File: src/shared/prcs_pkg.sv
/*
  Package for the rail configuration and sequencing command bank:
  command codes, field positions, masks, reset values, timing counts
  and the carrier types. Assumes a 125 MHz clock.
*/
package prcs_pkg;

  // Command codes
  localparam logic [7:0] CMD_USER_FEATURE = 8'hD1;
  localparam logic [7:0] CMD_RAIL_IDENT   = 8'hD3;
  localparam logic [7:0] CMD_GOOD_DELAY   = 8'hD4;
  localparam logic [7:0] CMD_LOOP_TUNE    = 8'hDF;
  localparam logic [7:0] CMD_RAIL_ORDER   = 8'hE0;
  localparam logic [7:0] CMD_TRACK_MODE   = 8'hE1;
  localparam logic [7:0] CMD_GROUP_MEMB   = 8'hE2;
  localparam logic [7:0] CMD_IDENT_STR    = 8'hE4;
  localparam logic [7:0] CMD_OC_RETRY     = 8'hE5;

  // Reset values and writable masks
  localparam logic [7:0]  USER_RESET  = 8'h00;
  localparam logic [7:0]  USER_MASK   = 8'h1F;
  localparam logic [15:0] IDENT_RESET = 16'h0000;
  localparam logic [15:0] IDENT_MASK  = 16'hFF07;
  localparam logic [15:0] DELAY_RESET = 16'h0001;
  localparam logic [31:0] LOOP_RESET  = 32'h01500258;
  localparam logic [31:0] LOOP_MASK   = 32'h01FFFFFF;
  localparam logic [15:0] ORDER_RESET = 16'h0000;
  localparam logic [15:0] ORDER_MASK  = 16'h9F9F;
  localparam logic [7:0]  TRACK_RESET = 8'h00;
  localparam logic [31:0] GROUP_RESET = 32'h00000000;
  localparam logic [31:0] GROUP_MASK  = 32'h003F3F3F;
  localparam logic [7:0]  OC_RESET    = 8'h80;
  localparam logic [7:0]  OC_MASK     = 8'h3F;
  localparam logic [7:0]  OC_FIXED    = 8'h80;

  // Field positions
  localparam int UF_DUTY_LSB = 3;
  localparam int UF_DUTY_EN  = 2;
  localparam int UF_PG_PP    = 1;
  localparam int UF_EXTERNAL_TEMP_SENSE    = 0;
  localparam int RI_PHASE    = 13;
  localparam int RI_RAIL     = 8;
  localparam int RI_COUNT    = 0;
  localparam int LT_EN       = 24;
  localparam int LT_RES      = 16;
  localparam int LT_GAIN     = 0;
  localparam int RO_PRE_EN   = 15;
  localparam int RO_PRE      = 8;
  localparam int RO_SEQ_EN   = 7;
  localparam int RO_SEQ      = 0;
  localparam int GM_VOUT_EN  = 21;
  localparam int GM_VOUT     = 16;
  localparam int GM_OP_EN    = 13;
  localparam int GM_OP       = 8;
  localparam int GM_PF_IMM   = 5;
  localparam int GM_PF       = 0;
  localparam int OC_MODE     = 3;
  localparam int OC_DELAY    = 0;
  localparam int L11_EXP     = 11;
  localparam logic [2:0] OC_MODE_LATCH = 3'h0;
  localparam logic [2:0] OC_MODE_RETRY = 3'h7;

  // Minimum duty in hundredths of a percent
  localparam logic [7:0] DUTY_CODE0 = 8'h27;
  localparam logic [7:0] DUTY_CODE1 = 8'h4E;
  localparam logic [7:0] DUTY_CODE2 = 8'h75;
  localparam logic [7:0] DUTY_CODE3 = 8'h9C;

  // Timing
  localparam int CLK_PERIOD_NS  = 8;
  localparam int PG_STEP_NS     = 125;
  localparam int PG_STEP_CYCLES = (PG_STEP_NS + CLK_PERIOD_NS - 1)
                                  / CLK_PERIOD_NS;
  localparam int MS_NS          = 1000000;
  localparam int MS_CYCLES      = MS_NS / CLK_PERIOD_NS;
  localparam int PG_STEPS_MS    = MS_NS / PG_STEP_NS;
  localparam int PG_MAX_MS      = 5000;
  localparam logic [41:0] PG_MAX_STEPS = 42'(PG_MAX_MS * PG_STEPS_MS);
  localparam int RETRY_UNIT_MS  = 35;

  typedef enum logic [2:0] {
    EV_POWER_GOOD, EV_POWER_DOWN, EV_POWER_FAIL, EV_GROUP_VOUT, EV_GROUP_OP
  } prcs_kind_type;

  typedef struct packed {
    logic        valid;
    logic        write;
    logic [7:0]  code;
    logic [31:0] wdata;
  } prcs_cmd_type;

  typedef struct packed {
    logic          valid;
    prcs_kind_type kind;
    logic [4:0]    id;
    logic [15:0]   data;
  } prcs_event_type;

  typedef enum {
    S_OFF, S_PREQ, S_ON, S_SOFT_OFF, S_FAULT_HOLD, S_RETRY_WAIT
  } prcs_state_type;

endpackage

File: src/verilog/prcs_rail_config.sv
/*
  Rail configuration command bank with power-good delay, multi-rail
  sequencing, broadcast group handling and overcurrent retry.
  Assumes commands and inter-device bus events arrive on clk; the
  comparator and strap pins are asynchronous.
*/
`timescale 1ns/10ps
`default_nettype none

module prcs_rail_config #(
  parameter int          MS_CYC       = prcs_pkg::MS_CYCLES,
  parameter int          OFF_DELAY_MS = 1,
  parameter logic [127:0] ID_STRING   = 128'h5241494C4346475F44305F4630313030
) (
  // Clock and reset
  input  wire logic                     clk,
  input  wire logic                     rst_n,
  // Command port
  input  wire prcs_pkg::prcs_cmd_type   cmd,
  output logic                          rd_valid,
  output logic [127:0]                  rd_data,
  output logic                          cmd_err,
  // Inter-device bus
  input  wire prcs_pkg::prcs_event_type ev_in,
  output prcs_pkg::prcs_event_type      ev_out,
  // Regulator control and status
  input  wire logic                     enable_request,
  input  wire logic                     bias_ok,
  input  wire logic                     other_fault,
  input  wire logic                     oc_fault,
  input  wire logic                     clear_faults,
  input  wire logic                     pg_above,
  input  wire logic [4:0]               cfg_strap,
  output logic                          rail_on,
  output logic                          oc_status,
  // Power-good pin
  output logic                          pg_out,
  output logic                          pg_oe,
  // Settings to the regulator
  output logic [7:0]                    min_duty,
  output logic                          min_duty_en,
  output logic                          ext_temp_en,
  output logic [2:0]                    phase_pos,
  output logic [4:0]                    rail_id,
  output logic [2:0]                    rail_devices,
  output logic                          loop_tune_en,
  output logic [7:0]                    loop_residual,
  output logic [15:0]                   loop_gain,
  output logic                          group_vout_pulse,
  output logic                          group_op_pulse,
  output logic [15:0]                   group_data
);
  import prcs_pkg::*;

  // ID_STRING default is arbitrary
  function automatic logic [7:0] duty_of(input logic [1:0] code);
    case (code)
      2'h0:    duty_of = DUTY_CODE0;
      2'h1:    duty_of = DUTY_CODE1;
      2'h2:    duty_of = DUTY_CODE2;
      default: duty_of = DUTY_CODE3;
    endcase
  endfunction

  function automatic logic [41:0] steps_of(input logic [15:0] v);
    logic [41:0] p;
    logic [4:0]  n;
    p = 42'(v[9:0]) * 42'(PG_STEPS_MS);
    n = v[15:L11_EXP];
    if (v[L11_EXP-1]) begin
      p = '0;
    end else if (n[4]) begin
      p = p >> (5'(-n));
    end else begin
      p = p << n[3:0];
    end
    steps_of = (p > PG_MAX_STEPS) ? PG_MAX_STEPS : p;
  endfunction

  // Register state
  logic [7:0]  user_feat, next_user_feat;
  logic        user_written, next_user_written;
  logic [15:0] ident, next_ident;
  logic [15:0] good_delay, next_good_delay;
  logic [31:0] loop_word, next_loop_word;
  logic [15:0] order, next_order;
  logic [31:0] group, next_group;
  logic [7:0]  oc_policy, next_oc_policy;
  logic        next_rd_valid, next_cmd_err;
  logic [127:0] next_rd_data;
  logic [4:0]  feat_eff;

  always_comb begin
    next_user_feat    = user_feat;
    next_user_written = user_written;
    next_ident        = ident;
    next_good_delay   = good_delay;
    next_loop_word    = loop_word;
    next_order        = order;
    next_group        = group;
    next_oc_policy    = oc_policy;
    next_rd_valid     = cmd.valid && !cmd.write;
    next_rd_data      = '0;
    next_cmd_err      = 1'b0;
    if (cmd.valid && cmd.write) begin
      case (cmd.code)
        CMD_USER_FEATURE: begin
          next_user_feat    = cmd.wdata[7:0] & USER_MASK;
          next_user_written = 1'b1;
        end
        CMD_RAIL_IDENT: next_ident = cmd.wdata[15:0] & IDENT_MASK;
        CMD_GOOD_DELAY: next_good_delay = cmd.wdata[15:0];
        CMD_LOOP_TUNE:  next_loop_word = cmd.wdata & LOOP_MASK;
        CMD_RAIL_ORDER: next_order = cmd.wdata[15:0] & ORDER_MASK;
        CMD_GROUP_MEMB: next_group = cmd.wdata & GROUP_MASK;
        CMD_OC_RETRY:
          next_oc_policy = (cmd.wdata[7:0] & OC_MASK) | OC_FIXED;
        default: next_cmd_err = 1'b1;
      endcase
    end else if (cmd.valid) begin
      case (cmd.code)
        CMD_USER_FEATURE: next_rd_data = 128'(user_feat);
        CMD_RAIL_IDENT:   next_rd_data = 128'(ident);
        CMD_GOOD_DELAY:   next_rd_data = 128'(good_delay);
        CMD_LOOP_TUNE:    next_rd_data = 128'(loop_word);
        CMD_RAIL_ORDER:   next_rd_data = 128'(order);
        CMD_TRACK_MODE:   next_rd_data = 128'(TRACK_RESET);
        CMD_GROUP_MEMB:   next_rd_data = 128'(group);
        CMD_IDENT_STR:    next_rd_data = ID_STRING;
        CMD_OC_RETRY:     next_rd_data = 128'(oc_policy);
        default:          next_cmd_err = 1'b1;
      endcase
    end
  end

  always_ff @(posedge clk) begin
    if (!rst_n) begin
      user_feat    <= USER_RESET;
      user_written <= 1'b0;
      ident        <= IDENT_RESET;
      good_delay   <= DELAY_RESET;
      loop_word    <= LOOP_RESET;
      order        <= ORDER_RESET;
      group        <= GROUP_RESET;
      oc_policy    <= OC_RESET;
      rd_valid     <= 1'b0;
      rd_data      <= '0;
      cmd_err      <= 1'b0;
    end else begin
      user_feat    <= next_user_feat;
      user_written <= next_user_written;
      ident        <= next_ident;
      good_delay   <= next_good_delay;
      loop_word    <= next_loop_word;
      order        <= next_order;
      group        <= next_group;
      oc_policy    <= next_oc_policy;
      rd_valid     <= next_rd_valid;
      rd_data      <= next_rd_data;
      cmd_err      <= next_cmd_err;
    end
  end

  // Pin synchronisers and strap capture
  logic       pg_meta, pg_sync;
  logic [4:0] strap_meta, strap_sync, strap_val;
  logic       strap_taken;
  logic [1:0] strap_age;

  always_ff @(posedge clk) begin
    if (!rst_n) begin
      pg_meta     <= 1'b0;
      pg_sync     <= 1'b0;
      strap_meta  <= '0;
      strap_sync  <= '0;
      strap_val   <= '0;
      strap_taken <= 1'b0;
      strap_age   <= '0;
    end else begin
      pg_meta     <= pg_above;
      pg_sync     <= pg_meta;
      strap_meta  <= cfg_strap;
      strap_sync  <= strap_meta;
      strap_age   <= {strap_age[0], 1'b1};
      // Take the strap only once both synchroniser stages hold the pin
      if (&strap_age && !strap_taken) begin
        strap_val   <= strap_sync;
        strap_taken <= 1'b1;
      end
    end
  end

  assign feat_eff = user_written ? user_feat[4:0] : strap_val;

  // Settings outputs
  always_ff @(posedge clk) begin
    if (!rst_n) begin
      min_duty      <= DUTY_CODE0;
      min_duty_en   <= 1'b0;
      ext_temp_en   <= 1'b0;
      phase_pos     <= '0;
      rail_id       <= '0;
      rail_devices  <= '0;
      loop_tune_en  <= 1'b0;
      loop_residual <= '0;
      loop_gain     <= '0;
    end else begin
      min_duty      <= duty_of(feat_eff[UF_DUTY_LSB +: 2]);
      min_duty_en   <= feat_eff[UF_DUTY_EN];
      ext_temp_en   <= feat_eff[UF_EXTERNAL_TEMP_SENSE];
      phase_pos     <= ident[RI_PHASE +: 3];
      rail_id       <= ident[RI_RAIL +: 5];
      rail_devices  <= ident[RI_COUNT +: 3];
      loop_tune_en  <= loop_word[LT_EN];
      loop_residual <= loop_word[LT_RES +: 8];
      loop_gain     <= loop_word[LT_GAIN +: 16];
    end
  end

  // Step and millisecond enables
  logic [4:0]  step_cnt, next_step_cnt;
  logic [31:0] ms_cnt, next_ms_cnt;
  logic        step_tick, ms_tick;

  assign step_tick = (step_cnt == 5'(PG_STEP_CYCLES - 1));
  assign ms_tick   = (ms_cnt == 32'(MS_CYC - 1));

  always_comb begin
    next_step_cnt = step_tick ? '0 : step_cnt + 5'h01;
    next_ms_cnt   = ms_tick ? '0 : ms_cnt + 32'h00000001;
  end

  always_ff @(posedge clk) begin
    if (!rst_n) begin
      step_cnt <= '0;
      ms_cnt   <= '0;
    end else begin
      step_cnt <= next_step_cnt;
      ms_cnt   <= next_ms_cnt;
    end
  end

  // Sequencer
  prcs_state_type state, next_state;
  logic [8:0]  wait_ms, next_wait_ms;
  logic        prequel_seen, next_prequel_seen;
  logic        shut_hold, next_shut_hold;
  logic        next_rail_on, next_oc_status;
  logic        pre_match, seq_match, pf_match, oc_hit, retry_mode;

  assign pre_match = ev_in.valid && (ev_in.id == order[RO_PRE +: 5]);
  assign seq_match = ev_in.valid && order[RO_SEQ_EN]
                     && ev_in.kind == EV_POWER_DOWN
                     && ev_in.id == order[RO_SEQ +: 5];
  assign pf_match  = ev_in.valid && ev_in.kind == EV_POWER_FAIL
                     && ev_in.id == group[GM_PF +: 5];
  assign oc_hit    = oc_fault && rail_on;
  assign retry_mode = oc_policy[OC_MODE +: 3] == OC_MODE_RETRY;

  always_comb begin
    next_state        = state;
    next_wait_ms      = wait_ms;
    next_prequel_seen = prequel_seen;
    // A commanded shutdown stays off until the enable state drops
    next_shut_hold    = shut_hold && enable_request;
    if (pre_match && ev_in.kind == EV_POWER_GOOD) begin
      next_prequel_seen = 1'b1;
    end else if (pre_match && ev_in.kind == EV_POWER_DOWN) begin
      next_prequel_seen = 1'b0;
    end
    case (state)
      S_OFF: begin
        if (enable_request && bias_ok && !other_fault && !shut_hold) begin
          next_state = order[RO_PRE_EN] ? S_PREQ : S_ON;
        end
      end
      S_PREQ: begin
        if (!enable_request) begin
          next_state = S_OFF;
        end else if (prequel_seen) begin
          next_state = S_ON;
        end
      end
      S_ON: begin
        if (oc_fault) begin
          next_state   = retry_mode ? S_RETRY_WAIT : S_FAULT_HOLD;
          next_wait_ms = 9'(({6'h00, oc_policy[OC_DELAY +: 3]} + 9'h001)
                         * 9'(RETRY_UNIT_MS));
        end else if (!enable_request || !bias_ok || other_fault) begin
          next_state = S_OFF;
        end else if (pf_match && group[GM_PF_IMM]) begin
          next_state     = S_OFF;
          next_shut_hold = 1'b1;
        end else if (pf_match || seq_match) begin
          next_state   = S_SOFT_OFF;
          next_wait_ms = 9'(OFF_DELAY_MS);
        end
      end
      S_SOFT_OFF: begin
        if (ms_tick) begin
          next_wait_ms = wait_ms - 9'h001;
        end
        if (wait_ms == '0) begin
          next_state     = S_OFF;
          next_shut_hold = 1'b1;
        end
      end
      S_FAULT_HOLD: begin
        if (clear_faults) begin
          next_state = S_OFF;
        end
      end
      S_RETRY_WAIT: begin
        if (ms_tick) begin
          next_wait_ms = wait_ms - 9'h001;
        end
        if (!enable_request) begin
          next_state = S_OFF;
        end else if (!bias_ok || other_fault) begin
          next_state = S_FAULT_HOLD;
        end else if (wait_ms == '0) begin
          next_state = S_ON;
        end
      end
      default: next_state = S_OFF;
    endcase
    next_rail_on   = (next_state == S_ON) || (next_state == S_SOFT_OFF);
    next_oc_status = oc_hit || (oc_status && !clear_faults);
  end

  always_ff @(posedge clk) begin
    if (!rst_n) begin
      state        <= S_OFF;
      wait_ms      <= '0;
      prequel_seen <= 1'b0;
      shut_hold    <= 1'b0;
      rail_on      <= 1'b0;
      oc_status    <= 1'b0;
    end else begin
      state        <= next_state;
      wait_ms      <= next_wait_ms;
      prequel_seen <= next_prequel_seen;
      shut_hold    <= next_shut_hold;
      rail_on      <= next_rail_on;
      oc_status    <= next_oc_status;
    end
  end

  // Power-good delay, pin drive, bus events and broadcasts
  logic [41:0]    pg_steps, next_pg_steps;
  logic           pg_good, next_pg_good;
  logic           rail_on_d;
  logic           next_pg_out, next_pg_oe;
  prcs_event_type next_ev_out;
  logic           next_gv, next_go;
  logic [15:0]    next_group_data;

  always_comb begin
    next_pg_steps = pg_steps;
    next_pg_good  = pg_good;
    if (!pg_sync || !rail_on) begin
      next_pg_steps = '0;
      next_pg_good  = 1'b0;
    end else if (pg_steps >= steps_of(good_delay)) begin
      next_pg_good  = 1'b1;
    end else if (step_tick) begin
      next_pg_steps = pg_steps + 42'h1;
    end
    next_pg_oe  = feat_eff[UF_PG_PP] ? 1'b1 : !next_pg_good;
    next_pg_out = feat_eff[UF_PG_PP] ? next_pg_good : 1'b0;
    next_ev_out = '0;
    if (next_pg_good && !pg_good) begin
      next_ev_out.valid = 1'b1;
      next_ev_out.kind  = EV_POWER_GOOD;
      next_ev_out.id    = ident[RI_RAIL +: 5];
    end else if (!rail_on && rail_on_d) begin
      next_ev_out.valid = 1'b1;
      next_ev_out.kind  = EV_POWER_DOWN;
      next_ev_out.id    = ident[RI_RAIL +: 5];
    end
    next_gv = ev_in.valid && ev_in.kind == EV_GROUP_VOUT && group[GM_VOUT_EN]
              && ev_in.id == group[GM_VOUT +: 5];
    next_go = ev_in.valid && ev_in.kind == EV_GROUP_OP && group[GM_OP_EN]
              && ev_in.id == group[GM_OP +: 5];
    next_group_data = (next_gv || next_go) ? ev_in.data : group_data;
  end

  always_ff @(posedge clk) begin
    if (!rst_n) begin
      pg_steps         <= '0;
      pg_good          <= 1'b0;
      rail_on_d        <= 1'b0;
      pg_out           <= 1'b0;
      pg_oe            <= 1'b1;
      ev_out           <= '0;
      group_vout_pulse <= 1'b0;
      group_op_pulse   <= 1'b0;
      group_data       <= '0;
    end else begin
      pg_steps         <= next_pg_steps;
      pg_good          <= next_pg_good;
      rail_on_d        <= rail_on;
      pg_out           <= next_pg_out;
      pg_oe            <= next_pg_oe;
      ev_out           <= next_ev_out;
      group_vout_pulse <= next_gv;
      group_op_pulse   <= next_go;
      group_data       <= next_group_data;
    end
  end
endmodule // prcs_rail_config

`default_nettype wire
File: config.mk
export PLATFORM = sky130hd
export DESIGN_NAME = prcs_rail_config
export DESIGN_NICKNAME = d
export VERILOG_FILES = /design/src/shared/prcs_pkg.sv /design/src/verilog/prcs_rail_config.sv
export SDC_FILE = /design/constraint.sdc
export NUM_CORES = 1
export LEC_CHECK = 0
export ABC_AREA = 1
export ABC_CLOCK_PERIOD_IN_PS = 6900
export BUFFER_PORTS_ARGS = -buffer_cell sky130_fd_sc_hd__buf_2
export CORE_MARGIN = 2
export CORE_UTILIZATION = 35
export DETAILED_ROUTE_END_ITERATION = 10
export GPL_ROUTABILITY_DRIVEN = 0
export SLEW_MARGIN = 20
export SYNTH_ARGS = -nofsm -noshare
export SYNTH_HDL_FRONTEND = slang
export SYNTH_SLANG_ARGS = --single-unit
export TNS_END_PERCENT = 100
File: constraint.sdc
create_clock -name clk -period 6.9 [get_ports clk]
set_input_delay 1.725 -clock clk [delete_from_list [all_inputs] [get_ports clk]]
set_output_delay 1.725 -clock clk [all_outputs]
set_load 0.01 [all_outputs]
======== After elaboration in Yosys (flattened, before gate mapping) ========
Index checks and enable logic that the tools add are counted.
storage, ports and cells
  register bits ........................... 461
cells by class
  multiplexer cells ....................... 44
  multiply operators ...................... 2
  $add $sub $neg .......................... 6
  shifts and indexed selects .............. 2
  magnitude comparators ................... 2
  eq/ne operators ......................... 34
  reduce and logical (&&, ||, !) cells .... 71
  bitwise gates (word level) .............. 3
operator list
  cell                   number
  $pmux 127 s8           1
  $mux 32                12
  $pmux 32 s6            1
  $mux 42                4
  $eq 32x3->1 const B    4
  $eq 8x8->1 const B     9
  $eq 32x2->1 const B    2
  $mux 9                 7
  $add 42x1->42 const B  1
  $ge 42x42->1           1
  $gt 42x26->1 const B   1
  $shl 23x4->42          1
  $shr 23x5->42          1
  $add 32x1->32 const B  1
  $eq 32x1->1 const B    1
  $eq 32x17->1 const B   1
  $logic_not 32->1       1
  $logic_and 1x1->1      26
  $eq 5x5->1             5
  $pmux 8 s3             1
  $reduce_and 2->1       10
  $pmux 9 s2             1
  $mul 10x7->17 const B  1
  $mux 1                 14
  28 further kinds       57

======== Logic depth before layout (Yosys ltp) ========
  word-level depth ........................ 12
  gate-level depth with buffers ........... 48

======== Least setup slack after synthesis ========
OpenSTA, ideal clock, no wires.
  path kind ............................... register to register
  from .................................... register good_delay[3]
  to ...................................... register pg_steps[30]
  path slack .............................. 318 ps
  buffers on the path ..................... 1
  stages on the path, launching flop included .. 40
  setup time .............................. 120 ps
  period minus slack after synthesis ...... 6582 ps
  data arrival time ....................... 6463 ps
  cell sequence ........................... dfxtp_1 -> inv_1 -> fa_1 -> fa_1 -> fa_1 -> fa_1 -> inv_1 -> ha_1 -> nand2_1 -> nand2_1 -> nand2_1 -> nand2_1 -> a21oi_1 -> nand2_1 -> nand2_1 -> nand3_2 -> nor2_2 -> inv_1 -> (+4 left out) -> nand3b_1 -> nor2_1 -> nand2_2 -> nand3_4 -> nor2_1 -> ha_1 -> a21oi_1 -> o21a_1 -> o221ai_1 -> nand2_1 -> o211ai_1 -> nand2_1 -> nand4_1 -> nor2_1 -> clkbuf_1 -> nand4_1 -> o21ai_0 -> a21oi_1
between the ends
  cells in the longest elaborated chain, start to end .. 10
RTL lines
  item                                                   RTL line                                        source
  from (decl)                                            prcs_rail_config.sv:84                          logic [15:0] good_delay, next_good_delay;
  from (signal assigned)                                 prcs_rail_config.sv:153                         good_delay <= next_good_delay;
  $mul 10x7->17 *                                        prcs_rail_config.sv:68                          p = 42'(v[9:0]) * 42'(PG_STEPS_MS);
  $shr 23x5->42 / $shl 23x4->42 (equally long branches)  prcs_rail_config.sv:73, prcs_rail_config.sv:75
  $mux 42 *                                              prcs_rail_config.sv:72                          end else if (n[4]) begin
  $mux 42 *                                              prcs_rail_config.sv:70                          if (v[L11_EXP-1]) begin
  $mux 42 *                                              prcs_rail_config.sv:361                         if (!pg_sync || !rail_on) begin
  $gt 42x26->1                                           prcs_rail_config.sv:77                          steps_of = (p > PG_MAX_STEPS) ? PG_MAX_STEPS : p;
  $mux 42 *                                              prcs_rail_config.sv:77
  $ge 42x42->1 *                                         prcs_rail_config.sv:364                         end else if (pg_steps >= steps_of(good_delay)) begin
  $not 1->1 (no source line) *                           -
  $reduce_and 2->1 (no source line) *                    -
  to (signal assigned)                                   prcs_rail_config.sv:400                         pg_steps <= next_pg_steps;
  to (decl)                                              prcs_rail_config.sv:350                         logic [41:0] pg_steps, next_pg_steps;
Every way passes the cells marked *; elsewhere a longest branch is shown, timed or not. The select of a mux whose other input is x is not followed.
A chain may end at the register's enable or synchronous reset.

======== Final worst setup path ========
  from .................................... register good_delay[2]
  to ...................................... register pg_steps[19]
Same word-level chain as after synthesis.

==> qor.txt <==
================================================================================
Setup repair after global routing missed its margin                         true
Nets                                                                        3288
Headroom to the max-slew limit                                             27.0%
Ys async rst share                                                            0%
Vias per cell                                                               4.90
Fmax                                                                     146 MHz
Initial Utilization                                                        35.6%
Required time of the critical path                                       7.31 ns
CTS Buf Count                                                                 41
Library cell appearing most often on the critical path                   nand2_2
Worst min-delay path category                                            reg2reg
Share of synthesized area occupied by flip-flops and latches               34.5%
Via count                                                                  18900
Number of antenna violations at the first check in global routing              7
Netlist cell types                                                            66
Reg-to-Reg Start                                                    good_delay[2]
Initial DRC Count                                                           1433
WS Path Type                                                             reg2reg
Die area                                                              0.0581 mm²
Post-synthesis average cell area                                        7.11 µm²
Critical path buffer and inverter count                                        5
Worst reg2reg setup slack                                                0.05 ns
Share of layout cells above drive strength 1                               21.6%
Floorplan Core Area                                                   0.0553 mm²
Area leader, netlist                                                     dfxtp_1
Setup TNS                                                                   0 ns
Cell family with the largest share of critical-path delay            adder cells
NetSw                                                                    1050 µW
Result of the run                                                   finished clean
FF+latch count, synth                                                        339
Residual DRC                                                                   0
CP endpoint kind                                                            flop
Internal power                                                           3260 µW
Worst Reg-to-Reg Cells                                                        36
Number of global-route vias before repair                                  17300
Time the worst path needs with I/O delays and setup                      6.85 ns
Most used standard cell by instance count after synthesis                nand2_1
First-pass GRT wire length                                               93.5 mm
Port Buf Inserts                                                             215
Aggregate routed wire length                                             60.7 mm
Worst r2r dst                                                       pg_steps[19]
Worst-path clk slew                                                      0.06 ns
Post-synthesis cell area                                              0.0197 mm²
Hold buffer count at CTS                                                       0
H-Tree Level Count                                                             2
GRT Overall Usage                                                          20.2%
Slew of the pin with the lowest slew margin                              1.09 ns
Synthesized instance count                                                  2767
Wire length per cell after detailed routing                              15.7 µm
Max-Cap Viols                                                                  0
Final period utilization                                                   99.3%
Count of pins on the block boundary                                          303
Final worst-path setup slack                                           0.0512 ns
Fraction of synthesized cell area taken by the top area cell type          34.5%
Worst Skew                                                             0.0395 ns
Switch share                                                               24.3%
Clock Sinks                                                                  339
Cell at the slowest stage of the critical path                              fa_2
Clock tree root driver cell                                            clkbuf_16
Floorplan die height                                                      241 µm
CTS tree                                                                    done
Relative contribution of the clock network to total power                  49.7%
Arr. time, crit path                                                     7.26 ns
Total power per unit cell area                                        177 mW/mm²
GR Overflow Total                                                              0
Count of warnings emitted by yosys                                             0
Logic gate share of total power                                             4.2%
Commonest cells post-synth                                          nand2_1, inv_1, dfxtp_1, nor2_1, nand3_1
CP endpoint                                                         pg_steps[19]
Count of endpoints failing hold in the final timing report                     0
Detailed-placement wirelength estimate                                   45.6 mm
# rows                                                                        86
Number of enable flip-flop cells after synthesis                               0
Post-Place Worst Slack                                                 -0.329 ns
Startpoint types                                                            flop
Number of iterations in the first detailed-routing pass                        5
Critical path depth                                                           36
Bufs on Longest Clock Path                                                     3
Leak pwr                                                               0.0110 µW
Area growth syn-to-layout                                                  24.1%
Chip width                                                                241 µm
Clock latency on the worst-skew pair                                     0.59 ns
Critical Path Source                                                good_delay[2]
Number of setup violations in the final report                                 0
Largest fanout on the critical path                                            6
Remaining antenna violation count after routing                                0
Largest stage delay on the critical path                                 0.55 ns
Final slew viol count                                                          0
Proportion of power drawn by flip-flops and latches                        46.1%
Top cells by area in the synthesized netlist                        dfxtp_1, nand2_1, inv_1, ha_1, nand3_1
Maximum number of pins on one net before global-route repair                  56
VDD IR max                                                            0.000190 V
Most used flip-flop cell after synthesis                                 dfxtp_1
================================================================================
## area by class of cell
class                   count  area, µm²
repair buffers            364       2300
inverters                 383       1440
clock buffers              55       1150
clock inverters            19        205
diodes                      1       2.50
multi-input cells        1953      11600
well taps                 748        936
fillers                  5773      30900
flip-flops and latches    339       6790
## power groups by stage
stage | Sequential (µW) | Combinational [µW] | Clock, µW
2_1_floorplan | 2030 | 134 | 0
3_3_place_gp | 2030 | 171 | 0
3_5_place_dp | 2030 | 173 | 0
4_1_cts | 1990 | 175 | 2200
5_1_grt | 1990 | 204 | 2290
6_report | 1990 | 181 | 2140
## cells in the final DEF (no fill, tap or decap), types with 46 or more instances in the layout
cell | netlist | routed
nand3_2 | 3 | 58
buf_4 | 126 | 134
nand2_2 | 5 | 46
a21oi_1 | 208 | 187
ha_1 | 97 | 85
inv_1 | 370 | 359
nor3_1 | 74 | 68
nor2_1 | 243 | 224
dfxtp_1 | 339 | 335
nand3_1 | 216 | 156
buf_2 | 7 | 214
conb_1 | 2 | 121
nand2_1 | 502 | 454
nand4_1 | 61 | 61
o21ai_0 | 152 | 140
## sequential cells by signal, summed over array words and instances (netlist names), 7 cells and up
register	count
wait_ms	9
state	32
group_data	16
ev_out	7
order	12
group	18
pg_steps	42
loop_word	25
good_delay	16
ms_cnt	32
ident	11
loop_residual	8
loop_gain	16
rd_data	26
## cell families (layout without fill, tap and decap cells)
kind of cell | count (synthesis) | in the layout | share of synthesized area [%]
fa+ha+maj | 126 | 126 | 9.12
compound gates | 477 | 477 | 13.6
flops | 339 | 339 | 34.5
simple gates | 1183 | 1183 | 26.8
xor+xnor | 46 | 46 | 2.12
other cells | 2 | 122 | 0.0382
buf+inv | 594 | 821 | 13.8
## per-stage QoR
stage               cells  cell area (µm²)  total power (µW)  util [%]  hold slack [ns]
detailed placement   3763            21800              2200      39.5            0.401
finish               3862            24400              4310      44.1            0.398
global route         3862            24400              4480      44.1            0.440
floorplan            2886            20100              2170         -            0.390
global placement     3763            21800              2200      39.5            0.399
CTS                  3850            23500              4370      42.6            0.407
## layer usage
| layer | global-route usage, % | wire length (µm) | up-vias | part of all wire [%] |
|---|---|---|---|---|
| met3 | 3.77 | 3940 | 104 | 6.5 |
| met1 | 27.4 | 27300 | 8727 | 45 |
| met4 | 5.63 | 1430 | 10 | 2.3 |
| li1 | - | - | 9535 | - |
| met5 | 0 | 61 | - | 0.10 |
| met2 | 32.8 | 28000 | 551 | 46 |
## worst min-delay path, cell delays in order (launching register included)
cell	delay, ns
dfxtp_1	0.30
nand2_1	0.04
inv_1	0.04
## how the worst min path moves through the flow
stage / start / to / slack (ns) / cells past startpoint
5_1_grt: pg_steps[39] / pg_steps[39] / 0.44 / 2
6_report: pg_meta / pg_sync / 0.40 / 2
4_1_cts: pg_meta / pg_sync / 0.41 / 2
3_5_place_dp: pg_meta / pg_sync / 0.40 / 2
2_1_floorplan: pg_meta / pg_sync / 0.39 / 2
3_3_place_gp: pg_meta / pg_sync / 0.40 / 2
## repair_timing
action,CTS,global route
gates resized for setup,50,201
cloned,1,0
setup buffers,12,12
pin swaps,20,95
endpoints found under the hold margin,0,0
endpoints found under the setup margin,48,48
Note: power is estimated with default switching activity, not from simulation.
